`src/rtl/srrc_pkg.sv`:
```
// Package: constants for subroutine return and rotate-through-carry execution
package srrc_pkg;
  localparam int          PC_W_DEF    = 21;
  localparam int          MADDR_W     = 12;
  localparam int          RADDR_W     = 8;
  // Opcode patterns
  localparam logic [14:0] OPC_RET     = 15'h0009;
  localparam logic [5:0]  OPC_RLC     = 6'h0D;
  localparam int          BIT_S       = 0;
  localparam int          BIT_A       = 8;
  localparam int          BIT_D       = 9;
  // File address resolution
  localparam logic [7:0]  ACC_LIMIT   = 8'h5F;
  localparam logic [3:0]  BANK_LOW    = 4'h0;
  localparam logic [3:0]  BANK_HIGH   = 4'hF;
  // Status flag positions
  localparam int          C_BIT       = 0;
  localparam int          Z_BIT       = 2;
  localparam int          N_BIT       = 4;
  // Clock phases inside one instruction cycle
  localparam logic [1:0]  Q_READ      = 2'h1;
  localparam logic [1:0]  Q_CALC      = 2'h2;
  localparam logic [1:0]  Q_LAST      = 2'h3;
  // Register byte offsets
  localparam logic [7:0]  REG_CTRL    = 8'h00;
  localparam logic [7:0]  REG_ACC     = 8'h04;
  localparam logic [7:0]  REG_STATUS  = 8'h08;
  localparam logic [7:0]  REG_BANK    = 8'h0C;
  localparam logic [7:0]  REG_WSHAD   = 8'h10;
  localparam logic [7:0]  REG_FSHAD   = 8'h14;
  localparam logic [7:0]  REG_BSHAD   = 8'h18;
  localparam logic [7:0]  REG_PCU     = 8'h1C;
  localparam logic [7:0]  REG_PCH     = 8'h20;
  localparam logic [7:0]  REG_IBASE   = 8'h24;
  localparam logic [7:0]  REG_PC      = 8'h28;
  localparam logic [7:0]  REG_INFO    = 8'h2C;
  localparam int          CTRL_EXT    = 0;
  localparam int          INFO_UNK    = 8;
  localparam logic [7:0]  RST_BYTE    = 8'h00;
  localparam logic [11:0] RST_IBASE   = 12'h000;
  localparam logic [1:0]  RESP_OKAY   = 2'h0;
  localparam logic [1:0]  RESP_SLVERR = 2'h2;
  typedef enum logic [3:0] {
    ST_IDLE = 4'b0001,
    ST_RLC  = 4'b0010,
    ST_RET  = 4'b0100,
    ST_NOP  = 4'b1000
  } srrc_state_e;
endpackage

```
`src/rtl/srrc_core.sv`:
```
// Execution of subroutine return and rotate-left-through-carry
// Function
// - Return pops the call stack into the program counter; flags untouched when s is clear.
// - Return with s set restores accumulator, status and bank from shadows.
// - Return with s clear leaves accumulator, status and bank alone.
// - Return never changes the upper or high program counter latches.
// - Rotate shifts byte left; bit 7 to carry, old carry to bit 0.
// - Rotate with d clear writes the accumulator, not the file byte.
// - Rotate with d set writes the result back to the same byte.
// - Rotate with a clear addresses the access bank, ignoring bank select.
// - Rotate with a set takes the bank from the bank select register.
// - a clear, extended set on, address up to 5Fh: indexed offset mode.
//
// Our own choices: the AXI4-Lite register port and the register addresses.
`timescale 1ns/1ps
module srrc_core
  import srrc_pkg::*;
#(
  parameter int PC_W = PC_W_DEF
)(
  input  wire logic               aclk,        // Core clock, 10 MHz
  input  wire logic               aresetn,     // Sync reset, low
  input  wire logic [7:0]         awaddr,      // AXI write address
  input  wire logic               awvalid,     // AXI write address valid
  output wire logic               awready,     // AXI write address ready
  input  wire logic [31:0]        wdata,       // AXI write data
  input  wire logic [3:0]         wstrb,       // AXI byte strobes
  input  wire logic               wvalid,      // AXI write data valid
  output wire logic               wready,      // AXI write data ready
  output wire logic [1:0]         bresp,       // AXI write response
  output wire logic               bvalid,      // AXI write response valid
  input  wire logic               bready,      // AXI write response ready
  input  wire logic [7:0]         araddr,      // AXI read address
  input  wire logic               arvalid,     // AXI read address valid
  output wire logic               arready,     // AXI read address ready
  output wire logic [31:0]        rdata,       // AXI read data
  output wire logic [1:0]         rresp,       // AXI read response
  output wire logic               rvalid,      // AXI read data valid
  input  wire logic               rready,      // AXI read data ready
  input  wire logic               instr_valid, // Fetched word present
  input  wire logic [15:0]        instr_word,  // Fetched instruction
  output wire logic               instr_ready, // Sequencer free
  input  wire logic [PC_W-1:0]    stack_top,   // Call stack top
  output wire logic               stack_pop,   // Pop strobe
  output logic      [PC_W-1:0]    pc,          // Program counter
  output logic      [MADDR_W-1:0] mem_addr,    // Data memory address
  output wire logic               mem_rd_en,   // Data memory read
  input  wire logic [7:0]         mem_rdata,   // Read data, next cycle
  output wire logic               mem_wr_en,   // Data memory write
  output logic      [7:0]         mem_wdata    // Write data
);
  if (PC_W < 8 || PC_W > 32)
  begin : g_bad_pc_w
    $error("PC_W must lie in 8..32");
  end

  srrc_state_e state;
  srrc_state_e next_state;
  logic [1:0]  q;
  logic        s_q;
  logic        d_q;
  logic        c_q;
  logic        sw_wr;
  logic        ext_en;
  logic [7:0]  accumulator;
  logic [7:0]  status;
  logic [7:0]  bank_select_reg;
  logic [7:0]  working_shadow;
  logic [7:0]  flags_shadow;
  logic [7:0]  bank_select_shadow;
  logic [7:0]  pc_upper_latch;
  logic [7:0]  pc_high_latch;
  logic [11:0] index_base;

  // ----------------------------------------------------------------
  // Helpers
  // ----------------------------------------------------------------
  function automatic logic [MADDR_W-1:0] resolve(
    input logic       a,
    input logic       ext,
    input logic [7:0] f,
    input logic [7:0] bank,
    input logic [11:0] base
  );
    logic [MADDR_W-1:0] r;
    if (a)
      r = {bank[3:0], f};
    else if (ext && f <= ACC_LIMIT)
      r = base + {4'h0, f};
    else if (f <= ACC_LIMIT)
      r = {BANK_LOW, f};
    else
      r = {BANK_HIGH, f};
    return r;
  endfunction

  function automatic logic [7:0] rlc_flags(
    input logic [7:0] st,
    input logic [7:0] res,
    input logic       c
  );
    logic [7:0] o;
    o        = st;
    o[C_BIT] = c;
    o[N_BIT] = res[7];
    o[Z_BIT] = (res == 8'h00);
    return o;
  endfunction

  // ----------------------------------------------------------------
  // Decode
  // ----------------------------------------------------------------
  wire accept  = instr_valid && instr_ready;
  wire is_ret  = instr_word[15:1] == OPC_RET;
  wire is_rlc  = instr_word[15:10] == OPC_RLC;
  wire unk_set = accept && !is_ret && !is_rlc;
  wire [MADDR_W-1:0] f_addr = resolve(instr_word[BIT_A], ext_en,
                                      instr_word[7:0], bank_select_reg,
                                      index_base);
  wire pop     = state == ST_RET && q == Q_LAST;
  wire calc    = state == ST_RLC && q == Q_CALC;
  wire wb      = state == ST_RLC && q == Q_LAST;
  wire [7:0] rot = {mem_rdata[6:0], status[C_BIT]};

  assign instr_ready = state == ST_IDLE;
  assign stack_pop   = pop;
  assign mem_rd_en   = state == ST_RLC && q == Q_READ;
  assign mem_wr_en   = wb && d_q;

  // ----------------------------------------------------------------
  // Register updates handed to the register file
  // ----------------------------------------------------------------
  wire upd_acc_en  = (wb && !d_q) || (pop && s_q);
  wire [7:0] upd_acc = pop ? working_shadow : mem_wdata;
  wire upd_stat_en = wb || (pop && s_q);
  wire [7:0] upd_stat = pop ? flags_shadow
                            : rlc_flags(status, mem_wdata, c_q);
  wire upd_bank_en = pop && s_q;

  // ----------------------------------------------------------------
  // Sequencer: four clocks per instruction cycle
  // ----------------------------------------------------------------
  always_comb
  begin
    next_state = state;
    case (state)
      ST_IDLE:
        if (accept && is_ret)
          next_state = ST_RET;
        else if (accept && is_rlc)
          next_state = ST_RLC;
      ST_RLC:
        if (q == Q_LAST)
          next_state = ST_IDLE;
      ST_RET:
        if (q == Q_LAST)
          next_state = ST_NOP;
      ST_NOP:
        if (q == Q_LAST)
          next_state = ST_IDLE;
      default:
        next_state = ST_IDLE;
    endcase
  end

  always_ff @(posedge aclk)
  begin
    if (!aresetn)
    begin
      state <= ST_IDLE;
      q     <= 2'h0;
    end
    else
    begin
      state <= next_state;
      if (state == ST_IDLE)
        q <= accept ? Q_READ : 2'h0;
      else
        q <= q + 2'h1;
    end
  end

  always_ff @(posedge aclk)
  begin
    if (!aresetn)
    begin
      s_q      <= 1'b0;
      d_q      <= 1'b0;
      mem_addr <= '0;
    end
    else if (accept)
    begin
      s_q      <= instr_word[BIT_S];
      d_q      <= instr_word[BIT_D];
      mem_addr <= f_addr;
    end
  end

  always_ff @(posedge aclk)
  begin
    if (!aresetn)
    begin
      mem_wdata <= 8'h00;
      c_q       <= 1'b0;
    end
    else if (calc)
    begin
      mem_wdata <= rot;
      c_q       <= mem_rdata[7];
    end
  end

  always_ff @(posedge aclk)
  begin
    if (!aresetn)
      pc <= '0;
    else if (pop)
      pc <= stack_top;
  end

  // ----------------------------------------------------------------
  // Register file and bus slave
  // ----------------------------------------------------------------
  srrc_regs #(
    .PC_W (PC_W)
  ) u_regs (
    .aclk               (aclk),
    .aresetn            (aresetn),
    .awaddr             (awaddr),
    .awvalid            (awvalid),
    .awready            (awready),
    .wdata              (wdata),
    .wstrb              (wstrb),
    .wvalid             (wvalid),
    .wready             (wready),
    .bresp              (bresp),
    .bvalid             (bvalid),
    .bready             (bready),
    .araddr             (araddr),
    .arvalid            (arvalid),
    .arready            (arready),
    .rdata              (rdata),
    .rresp              (rresp),
    .rvalid             (rvalid),
    .rready             (rready),
    .upd_acc_en         (upd_acc_en),
    .upd_acc            (upd_acc),
    .upd_stat_en        (upd_stat_en),
    .upd_stat           (upd_stat),
    .upd_bank_en        (upd_bank_en),
    .upd_bank           (bank_select_shadow),
    .unk_set            (unk_set),
    .pc_in              (pc),
    .state_in           (state),
    .sw_wr              (sw_wr),
    .ext_en             (ext_en),
    .accumulator        (accumulator),
    .status             (status),
    .bank_select_reg    (bank_select_reg),
    .working_shadow     (working_shadow),
    .flags_shadow       (flags_shadow),
    .bank_select_shadow (bank_select_shadow),
    .pc_upper_latch     (pc_upper_latch),
    .pc_high_latch      (pc_high_latch),
    .index_base         (index_base)
  );
endmodule // srrc_core

```
`src/rtl/srrc_regs.sv`:
```
// Register file with AXI4-Lite slave for the return/rotate execution block
`timescale 1ns/1ps
module srrc_regs
  import srrc_pkg::*;
#(
  parameter int PC_W = PC_W_DEF
)(
  input  wire logic               aclk,        // Core clock
  input  wire logic               aresetn,     // Sync reset, low
  input  wire logic [7:0]         awaddr,      // Write address
  input  wire logic               awvalid,     // Write address valid
  output wire logic               awready,     // Write address ready
  input  wire logic [31:0]        wdata,       // Write data
  input  wire logic [3:0]         wstrb,       // Byte strobes
  input  wire logic               wvalid,      // Write data valid
  output wire logic               wready,      // Write data ready
  output logic      [1:0]         bresp,       // Write response
  output logic                    bvalid,      // Write response valid
  input  wire logic               bready,      // Write response ready
  input  wire logic [7:0]         araddr,      // Read address
  input  wire logic               arvalid,     // Read address valid
  output wire logic               arready,     // Read address ready
  output logic      [31:0]        rdata,       // Read data
  output logic      [1:0]         rresp,       // Read response
  output logic                    rvalid,      // Read data valid
  input  wire logic               rready,      // Read data ready
  input  wire logic               upd_acc_en,  // Core writes accumulator
  input  wire logic [7:0]         upd_acc,     // New accumulator
  input  wire logic               upd_stat_en, // Core writes status
  input  wire logic [7:0]         upd_stat,    // New status
  input  wire logic               upd_bank_en, // Core writes bank select
  input  wire logic [7:0]         upd_bank,    // New bank select
  input  wire logic               unk_set,     // Unknown opcode seen
  input  wire logic [PC_W-1:0]    pc_in,       // Program counter
  input  wire logic [3:0]         state_in,    // Sequencer state
  output wire logic               sw_wr,       // Software write this cycle
  output logic                    ext_en,      // Extended set enabled
  output logic      [7:0]         accumulator, // Working register
  output logic      [7:0]         status,      // Status flags
  output logic      [7:0]         bank_select_reg, // Bank select
  output logic      [7:0]         working_shadow,  // Shadow of accumulator
  output logic      [7:0]         flags_shadow,    // Shadow of status
  output logic      [7:0]         bank_select_shadow, // Shadow of bank
  output logic      [7:0]         pc_upper_latch,  // PC upper latch
  output logic      [7:0]         pc_high_latch,   // PC high latch
  output logic      [11:0]        index_base       // Indexed offset base
);
  logic        aw_held;
  logic        w_held;
  logic [7:0]  wa;
  logic [31:0] wd;
  logic [3:0]  wsb;
  logic        unk;
  logic [31:0] rd_word;
  logic        rd_err;
  logic        wr_err;

  // ----------------------------------------------------------------
  // Write channel
  // ----------------------------------------------------------------
  assign awready = !aw_held;
  assign wready  = !w_held;
  assign sw_wr   = aw_held && w_held && !bvalid;
  wire   lo      = sw_wr && wsb[0];
  wire   hi      = sw_wr && wsb[1];

  always_comb
  begin
    case (wa)
      REG_CTRL, REG_ACC, REG_STATUS, REG_BANK, REG_WSHAD, REG_FSHAD,
      REG_BSHAD, REG_PCU, REG_PCH, REG_IBASE, REG_INFO: wr_err = 1'b0;
      default: wr_err = 1'b1;
    endcase
  end

  always_ff @(posedge aclk)
  begin
    if (!aresetn)
    begin
      aw_held <= 1'b0;
      w_held  <= 1'b0;
      bvalid  <= 1'b0;
      bresp   <= RESP_OKAY;
      wa      <= 8'h00;
      wd      <= 32'h0000_0000;
      wsb     <= 4'h0;
    end
    else
    begin
      if (awvalid && awready)
      begin
        aw_held <= 1'b1;
        wa      <= awaddr;
      end
      else if (sw_wr)
        aw_held <= 1'b0;
      if (wvalid && wready)
      begin
        w_held <= 1'b1;
        wd     <= wdata;
        wsb    <= wstrb;
      end
      else if (sw_wr)
        w_held <= 1'b0;
      if (sw_wr)
      begin
        bvalid <= 1'b1;
        bresp  <= wr_err ? RESP_SLVERR : RESP_OKAY;
      end
      else if (bready)
        bvalid <= 1'b0;
    end
  end

  // ----------------------------------------------------------------
  // Registers; core updates win over software writes
  // ----------------------------------------------------------------
  always_ff @(posedge aclk)
  begin
    if (!aresetn)
    begin
      ext_en <= 1'b0;
      accumulator <= RST_BYTE;
      status <= RST_BYTE;
      bank_select_reg <= RST_BYTE;
      working_shadow <= RST_BYTE;
      flags_shadow <= RST_BYTE;
      bank_select_shadow <= RST_BYTE;
      pc_upper_latch <= RST_BYTE;
      pc_high_latch <= RST_BYTE;
      index_base <= RST_IBASE;
      unk <= 1'b0;
    end
    else
    begin
      if (lo && wa == REG_CTRL) ext_en <= wd[CTRL_EXT];
      if (upd_acc_en) accumulator <= upd_acc;
      else if (lo && wa == REG_ACC) accumulator <= wd[7:0];
      if (upd_stat_en) status <= upd_stat;
      else if (lo && wa == REG_STATUS) status <= wd[7:0];
      if (upd_bank_en) bank_select_reg <= upd_bank;
      else if (lo && wa == REG_BANK) bank_select_reg <= wd[7:0];
      if (lo && wa == REG_WSHAD) working_shadow <= wd[7:0];
      if (lo && wa == REG_FSHAD) flags_shadow <= wd[7:0];
      if (lo && wa == REG_BSHAD) bank_select_shadow <= wd[7:0];
      if (lo && wa == REG_PCU) pc_upper_latch <= wd[7:0];
      if (lo && wa == REG_PCH) pc_high_latch <= wd[7:0];
      if (lo && wa == REG_IBASE) index_base[7:0] <= wd[7:0];
      if (hi && wa == REG_IBASE) index_base[11:8] <= wd[11:8];
      // Set wins over write-one-to-clear
      if (unk_set) unk <= 1'b1;
      else if (hi && wa == REG_INFO && wd[INFO_UNK]) unk <= 1'b0;
    end
  end

  // ----------------------------------------------------------------
  // Read channel
  // ----------------------------------------------------------------
  assign arready = !rvalid;

  always_comb
  begin
    rd_err  = 1'b0;
    rd_word = 32'h0000_0000;
    case (araddr)
      REG_CTRL:   rd_word[CTRL_EXT] = ext_en;
      REG_ACC:    rd_word[7:0] = accumulator;
      REG_STATUS: rd_word[7:0] = status;
      REG_BANK:   rd_word[7:0] = bank_select_reg;
      REG_WSHAD:  rd_word[7:0] = working_shadow;
      REG_FSHAD:  rd_word[7:0] = flags_shadow;
      REG_BSHAD:  rd_word[7:0] = bank_select_shadow;
      REG_PCU:    rd_word[7:0] = pc_upper_latch;
      REG_PCH:    rd_word[7:0] = pc_high_latch;
      REG_IBASE:  rd_word[11:0] = index_base;
      REG_PC:     rd_word[PC_W-1:0] = pc_in;
      REG_INFO:
      begin
        rd_word[3:0]     = state_in;
        rd_word[INFO_UNK] = unk;
      end
      default:    rd_err = 1'b1;
    endcase
  end

  always_ff @(posedge aclk)
  begin
    if (!aresetn)
    begin
      rvalid <= 1'b0;
      rdata  <= 32'h0000_0000;
      rresp  <= RESP_OKAY;
    end
    else if (arvalid && arready)
    begin
      rvalid <= 1'b1;
      rdata  <= rd_word;
      rresp  <= rd_err ? RESP_SLVERR : RESP_OKAY;
    end
    else if (rready)
      rvalid <= 1'b0;
  end
endmodule // srrc_regs

```
`config.mk`:
```
export PLATFORM = sky130hd
export DESIGN_NAME = srrc_core
export DESIGN_NICKNAME = d
export VERILOG_FILES = /design/src/rtl/srrc_pkg.sv /design/src/rtl/srrc_core.sv /design/src/rtl/srrc_regs.sv
export SDC_FILE = /design/constraint.sdc
export NUM_CORES = 1
export LEC_CHECK = 0
export BUFFER_PORTS_ARGS = -buffer_cell sky130_fd_sc_hd__buf_2
export CAP_MARGIN = 20
export CORE_ASPECT_RATIO = 0.9
export CORE_MARGIN = 2
export CORE_UTILIZATION = 55
export CTS_CLUSTER_DIAMETER = 200
export DETAILED_ROUTE_END_ITERATION = 7
export PLACE_DENSITY = 0.9
export SETUP_SLACK_MARGIN = 0.3
export SYNTH_ARGS = -nofsm -noshare
export SYNTH_HDL_FRONTEND = slang
export SYNTH_SLANG_ARGS = --single-unit
export TNS_END_PERCENT = 100
```
`constraint.sdc`:
```
create_clock -name aclk -period 2.85 [get_ports aclk]
set_clock_uncertainty 0.15 [all_clocks]
set_input_delay 0.1425 -clock aclk [delete_from_list [all_inputs] [get_ports aclk]]
set_output_delay 0.1425 -clock aclk [all_outputs]
set_load 0.005 [all_outputs]
```
==> metrics.txt, run 1 <==
pwr dens 493 nW/um^2; largest cells by area after synthesis dfxtp_1 41%, mux2i_1 7.5%, nand2_1 6.9%, a21oi_1 5.4%, nor2_1 4.8%; min Tclk post-route 2430 ps; initial antenna violation count 0; via count 8,596; # rows 43; GRT Util Overall 0.319; biggest regs pc (21), u_regs.rdata (21); Final WS setup 417 ps; fill count 1,146; Initial Util 0.561; critical path class flop to primary output; Post-CTS Setup Inserts 0; final worst-path cycle share 0.854; Final Non-Filler Cells 1,433; Synth Cell Area ~8600 sq um; status finished clean; Critical-path top delay cell dfxtp_1; Initial DRC Count 1,058; pin count of the biggest net entering global routing 96; hold_sp instr_word[8]; Yosys reg bits about 180; CTS tree done; Reg area 3540 sq um; Final Hold Viols 0; CP Launch Type flop; final-report setup violation count 0; via/cell ratio 6.00; hold path endpoint mem_addr[8]; prevailing post-synth register cell dfxtp_1; CTS Buffer Depth 2; Die H 123 microns; global route total overflow 0; CTS Buf Count 17; clock root buffer clkbuf_16; Post-synth EDFFs 0; DP Wirelength ~18,000 microns; ys async rst share 0; WP data arrival between 2000 and 2500 ps; Synth warnings 0; vias in the first global route 8,037; Post-route DRC 0; synthesized instance count 1,029; area occupied by multi-input gates 4650 sq um; die width ~140 microns; post-synth top area cell dfxtp_1; first-pass GRT wire length 41,000 microns; sequential share of the synthesized area 0.412; leakage 4.42 nW; final wirelength approximately 27,000 microns; Routed Antenna Nets 0; Req. time, crit path 2560 ps; Max Clock Freq 411 MHz; Core Box Area 15,300 sq um; Distinct cells, synth 71; CTS H-tree depth 4; number of max-cap violations 0; Hold Crit Depth 4; R2R Path End u_regs.accumulator[5]; Crit Reg-Reg Startpoint q[0]; CTS Sinks 177; Setup WS pre-CTS 453 ps; IO buf count 155; IO Pins 191; drt first pass iters 6; Final Max Slew Viols 0; Cells after DPL 1,336; Crit path largest cell delay between 300 and 400 ps; Slew headroom 0.312; setup_tns 0 ps; R2R depth 6; Synth top area share 0.412; Worst-path clk slew approximately 70 ps; ANT cells 0; worst skew pair latency 440 ps; unrepaired setup endpoints after global routing false; DR WL/cell approximately 19 microns; Syn Area/Cell roughly 8.4 sq um; worst vdd ir 0.000460 V; CP max FO 5; worst hold path class input pin to flop; area grow syn2layout 23.9%; critical path cell sequence ha_1 -> or3b_1 -> nor2_1 -> and2_1 -> buf_2; final weighted congestion in routability-driven placement between 1 and 1.5; die area 16,600 sq um; Setup crit end kind primary output; Least-Margin Pin Slew 1030 ps; share of post-route cells with drive strength above 1 0.199; Pwr Total 5.25 mW; Nets 1,336; flop-to-flop setup slack 480 ps
## synth_stat cells, types with 3 or more instances
library cell / number
dfxtp_1: 177
o21a_1: 4
buf_6: 3
a311oi_1: 13
a22o_1: 3
mux2_2: 18
buf_4: 16
xor2_1: 6
buf_2: 16
nand3b_1: 5
nor2b_1: 15
a31oi_1: 12
a211oi_1: 12
nand3_1: 48
a22oi_1: 29
nor2_1: 111
clkbuf_1: 46
nand2_1: 158
mux2i_1: 64
nor4_1: 10
nand2b_1: 5
ha_1: 11
inv_1: 16
o22ai_1: 9
o211ai_1: 9
a221oi_1: 4
nand4_1: 4
nand4_2: 3
and3_1: 3
a32oi_1: 3
o21ai_0: 33
a21oi_1: 93
and2_1: 8
nor3_1: 13
o31ai_1: 3
## per-layer routing
metal  track usage  wire, microns  up-vias
li1              -              -     4010
met1         0.420          10900     3995
met2         0.497          12000      515
met3        0.0888           2910       76
met4         0.127            862        0
met5             0              0        -
## final cells by class
class                      instances  area share
timing repair buffer             240       0.149
inverter                          17     0.00623
sequential                       177       0.333
tap                              202      0.0237
clock inverter                    11     0.00998
clock buffer                      20      0.0419
multi-input combinational        766       0.436
## critical path: cells and delay by family (launching register included)
kind                     cells  cell delay (ps)
flip-flops                   1              390
buffers and inverters        1              100
AND/OR/NAND/NOR              3              950
adder cells (fa/ha/maj)      1              270
## report_power, final
| group | internal, mW | switching [mW] |
|---|---|---|
| Clock | 1.23 | 1.01 |
| Sequential | 2.51 | 0.0613 |
| Combinational | 0.199 | 0.244 |
| Total | 3.94 | 1.31 |
## how the worst max path moves through the flow
stage	start	slack [ps]	endpoint
after floorplan	u_regs.index_base[0]	880	mem_addr[6]
after global placement	q[0]	610	u_regs.accumulator[4]
after detailed placement	q[0]	450	u_regs.accumulator[6]
after CTS	state[1]	370	mem_rd_en
after global routing	state[1]	360	mem_rd_en
final	q[0]	420	mem_wr_en
## timing repair
action	in CTS	in global routing
endpoints found under the hold margin	66	0
hold buffers	66	0
setup endpoints to repair	0	4
gates resized for setup	0	2
## cells in the final DEF (no fill, tap or decap), types with 5 or more instances in the layout
cell	count
a211oi_1	12
nand2_1	158
mux2i_1	64
xor2_1	6
nand3b_1	5
a22oi_1	29
o22ai_1	9
clkinvlp_4	6
buf_4	18
conb_1	13
nor3_1	12
buf_2	155
mux2_2	18
nor2_1	111
and2_1	8
o21ai_0	33
ha_1	11
dlygate4sd3_1	66
a31oi_1	12
nor2b_1	15
a311oi_1	13
inv_1	16
nand2b_1	5
o211ai_1	9
clkbuf_16	17
dfxtp_1	177
nor4_1	9
a21oi_1	93
nand3_1	48
## metrics by stage
stage / instance area (sq um) / hold slack, ps / utilization
floorplan: 8640 / 108 / -
global placement: 9430 / 220 / 0.615
detailed placement: 9430 / 230 / 0.615
CTS: 10600 / 2.81 / 0.694
global route: 10700 / 46.5 / 0.695
finish: 10700 / 16.3 / 0.695
## kinds of logic (layout without fill, tap and decap cells)
| logic type | Yosys count | after routing | synth area share |
|---|---|---|---|
| and+or+nand+nor | 408 | 408 | 0.225 |
| AOI/OAI and AO/OA | 242 | 242 | 0.178 |
| DFF | 177 | 177 | 0.412 |
| buffers and inverters | 98 | 288 | 0.0547 |
| muxes | 84 | 84 | 0.103 |
| adders and majority gates | 12 | 12 | 0.0183 |
| xor gates and xnor gates | 7 | 7 | 0.00713 |
| other | 1 | 13 | 0.000436 |
Note: power is estimated with default switching activity, not from simulation.
==> run 2: changes to the inputs <==
--- a/config.mk
+++ b/config.mk
@@ -7,7 +7,7 @@
 export LEC_CHECK = 0
 export BUFFER_PORTS_ARGS = -buffer_cell sky130_fd_sc_hd__buf_2
 export CAP_MARGIN = 20
-export CORE_ASPECT_RATIO = 0.9
+export CORE_ASPECT_RATIO = 0.6
 export CORE_MARGIN = 2
 export CORE_UTILIZATION = 55
 export CTS_CLUSTER_DIAMETER = 200
==> metrics.txt, run 2 (synthesized netlist as in run 1, its figures left out) <==
IO Pins 191 (unchanged); final hold slack 39.6 ps (+23.4 ps); setup_tns 0 ps (unchanged); initial antenna violation count 1 (+1); # rows 35 (-19%); min Tclk post-route 2510 ps (+79.8 ps); first-pass GRT wire length 43,500 microns (+6.1%); Buf/Inv on CP 2 (+1); Initial DRC Count 1,166 (+10%); global route total overflow 0 (unchanged); unrepaired setup endpoints after global routing true; CTS Buf Count 17 (unchanged); CP Launch Type flop; most common cell after layout, fill and taps aside dfxtp_1; CTS H-tree depth 4 (unchanged); Cells after DPL 1,337 (+0.075%); failing checks DRC; pin count of the biggest net entering global routing 73 (-24%); pwr dens 497 nW/um^2 (+0.75%); Core Box Area 15,300 sq um (about the same); final worst-path cycle share 0.882 (+0.0280); WP data arrival 2220 ps (+80 ps); GRT Util Overall 0.341 (+0.0225); Worst-path clk slew 70 ps (about the same); share of post-route cells with drive strength above 1 0.203 (+0.00357); number of max-cap violations 0 (unchanged); CTS Buffer Depth 2 (unchanged); most frequent cells in the layout 177 x dfxtp_1, 158 x nand2_1, 155 x buf_2; biggest regs pc (21), u_regs.rdata (21); Final WS setup 337 ps (-79.8 ps); Final Non-Filler Cells 1,438 (+0.35%); critical path cell sequence nand2b_1 -> nor3_2 -> buf_4 -> and2_1 -> buf_2; vias in the first global route 8,058 (+0.26%); Final Max Slew Viols 0 (unchanged); Nets 1,339 (+0.22%); IO buf count 155 (unchanged); final-report setup violation count 0 (unchanged); Req. time, crit path 2560 ps (about the same); Critical-path top delay cell dfxtp_1; Slew headroom 0.360 (+0.0473); CP max FO 10 (+5); area grow syn2layout 24.6%; Initial Util 0.561 (about the same); worst skew pair latency 430 ps (about the same); final weighted congestion in routability-driven placement 1.05 (+0.24%); via/cell ratio 6.08 (+1.4%); die width 165 microns (+22%); Post-route DRC 7 (+7); Setup crit end kind primary output; via count 8,747 (+1.8%); Crit path largest cell delay 590 ps (+200 ps); critical path class flop to primary output; Crit path max-delay family simple AND/OR/NAND/NOR gates; Setup WS pre-CTS 471 ps (+17.7 ps); final wirelength 28,700 microns (+7.6%); Final Hold Viols 0 (unchanged); DR WL/cell 19.9 microns (+7.2%); Die H 101 microns (-18%); CTS Sinks 177 (unchanged); DP Wirelength 19,400 microns (+7.2%); leakage 4.45 nW (+0.66%); clock root buffer clkbuf_16; Least-Margin Pin Slew 959 ps (-70.8 ps); Max Clock Freq 398 MHz (-3.2%); worst hold path class input pin to flop; status finished, violations left; CTS tree done; die area 16,700 sq um (+0.19%); worst vdd ir 0.000449 V (-2.4%); Routed Antenna Nets 0 (unchanged); drt first pass iters 8 (+2)
-- run 2: path summary, 6_finish.rpt --
kind / start / end / slack (ps) / cells past startpoint
min: instr_word[10] / state[1] / 40 / 5
min reg2reg: u_regs.pc_upper_latch[0] / u_regs.pc_upper_latch[0] / 310 / 2
max reg2reg: u_regs.aw_held / u_regs.bank_select_reg[0] / 480 / 5
max: state[1] / mem_rd_en / 340 / 5
-- run 2: report_power, final --
part | leakage, nW | internal, mW | switching, mW
logic | 2.75 | 0.200 | 0.252
registers | 1.43 | 2.51 | 0.0647
clock network | 0.268 | 1.24 | 1.05
total | 4.45 | 3.95 | 1.37
-- run 2: what timing repair did --
| item | 4_1_cts | 5_1_grt |
|---|---|---|
| hold endpoints to repair | 68 | 0 |
| hold buffers | 68 | 0 |
| gates resized for setup | 0 | 4 |
| buffers inserted | 0 | 1 |
| setup endpoints to repair | 0 | 11 |
-- run 2: per-layer routing --
| layer | up-vias | share of wire | global-route usage |
|---|---|---|---|
| met5 | - | 0 | 0 |
| met1 | 4105 | 0.42 | 0.478 |
| li1 | 4015 | - | - |
| met3 | 65 | 0.14 | 0.125 |
| met4 | 0 | 0.018 | 0.0862 |
| met2 | 562 | 0.42 | 0.499 |
-- run 2: stage by stage --
step | power (mW) | cell area, sq um | utilization
2_1_floorplan | 2.84 | 8640 | -
3_3_place_gp | 2.99 | 9430 | 0.615
3_5_place_dp | 3.00 | 9430 | 0.615
4_1_cts | 5.30 | 10700 | 0.696
5_1_grt | 5.47 | 10700 | 0.699
6_report | 5.32 | 10700 | 0.699
-- run 2: worst min-delay path: stages --
cell and delay [ps]:
buf_2 100, nand4_1 100, nor2_1 50, o21ai_0 130, a21oi_1 50
-- run 2: cell type report --
type / count / area (sq um)
flip-flops and latches: 177 / 3540
repair buffers: 243 / 1630
fillers: 1167 / 4610
diodes: 1 / 2.50
well taps: 203 / 254
multi-input cells: 766 / 4650
inverters: 17 / 66.3
clock inverters: 13 / 125
clock buffers: 18 / 439
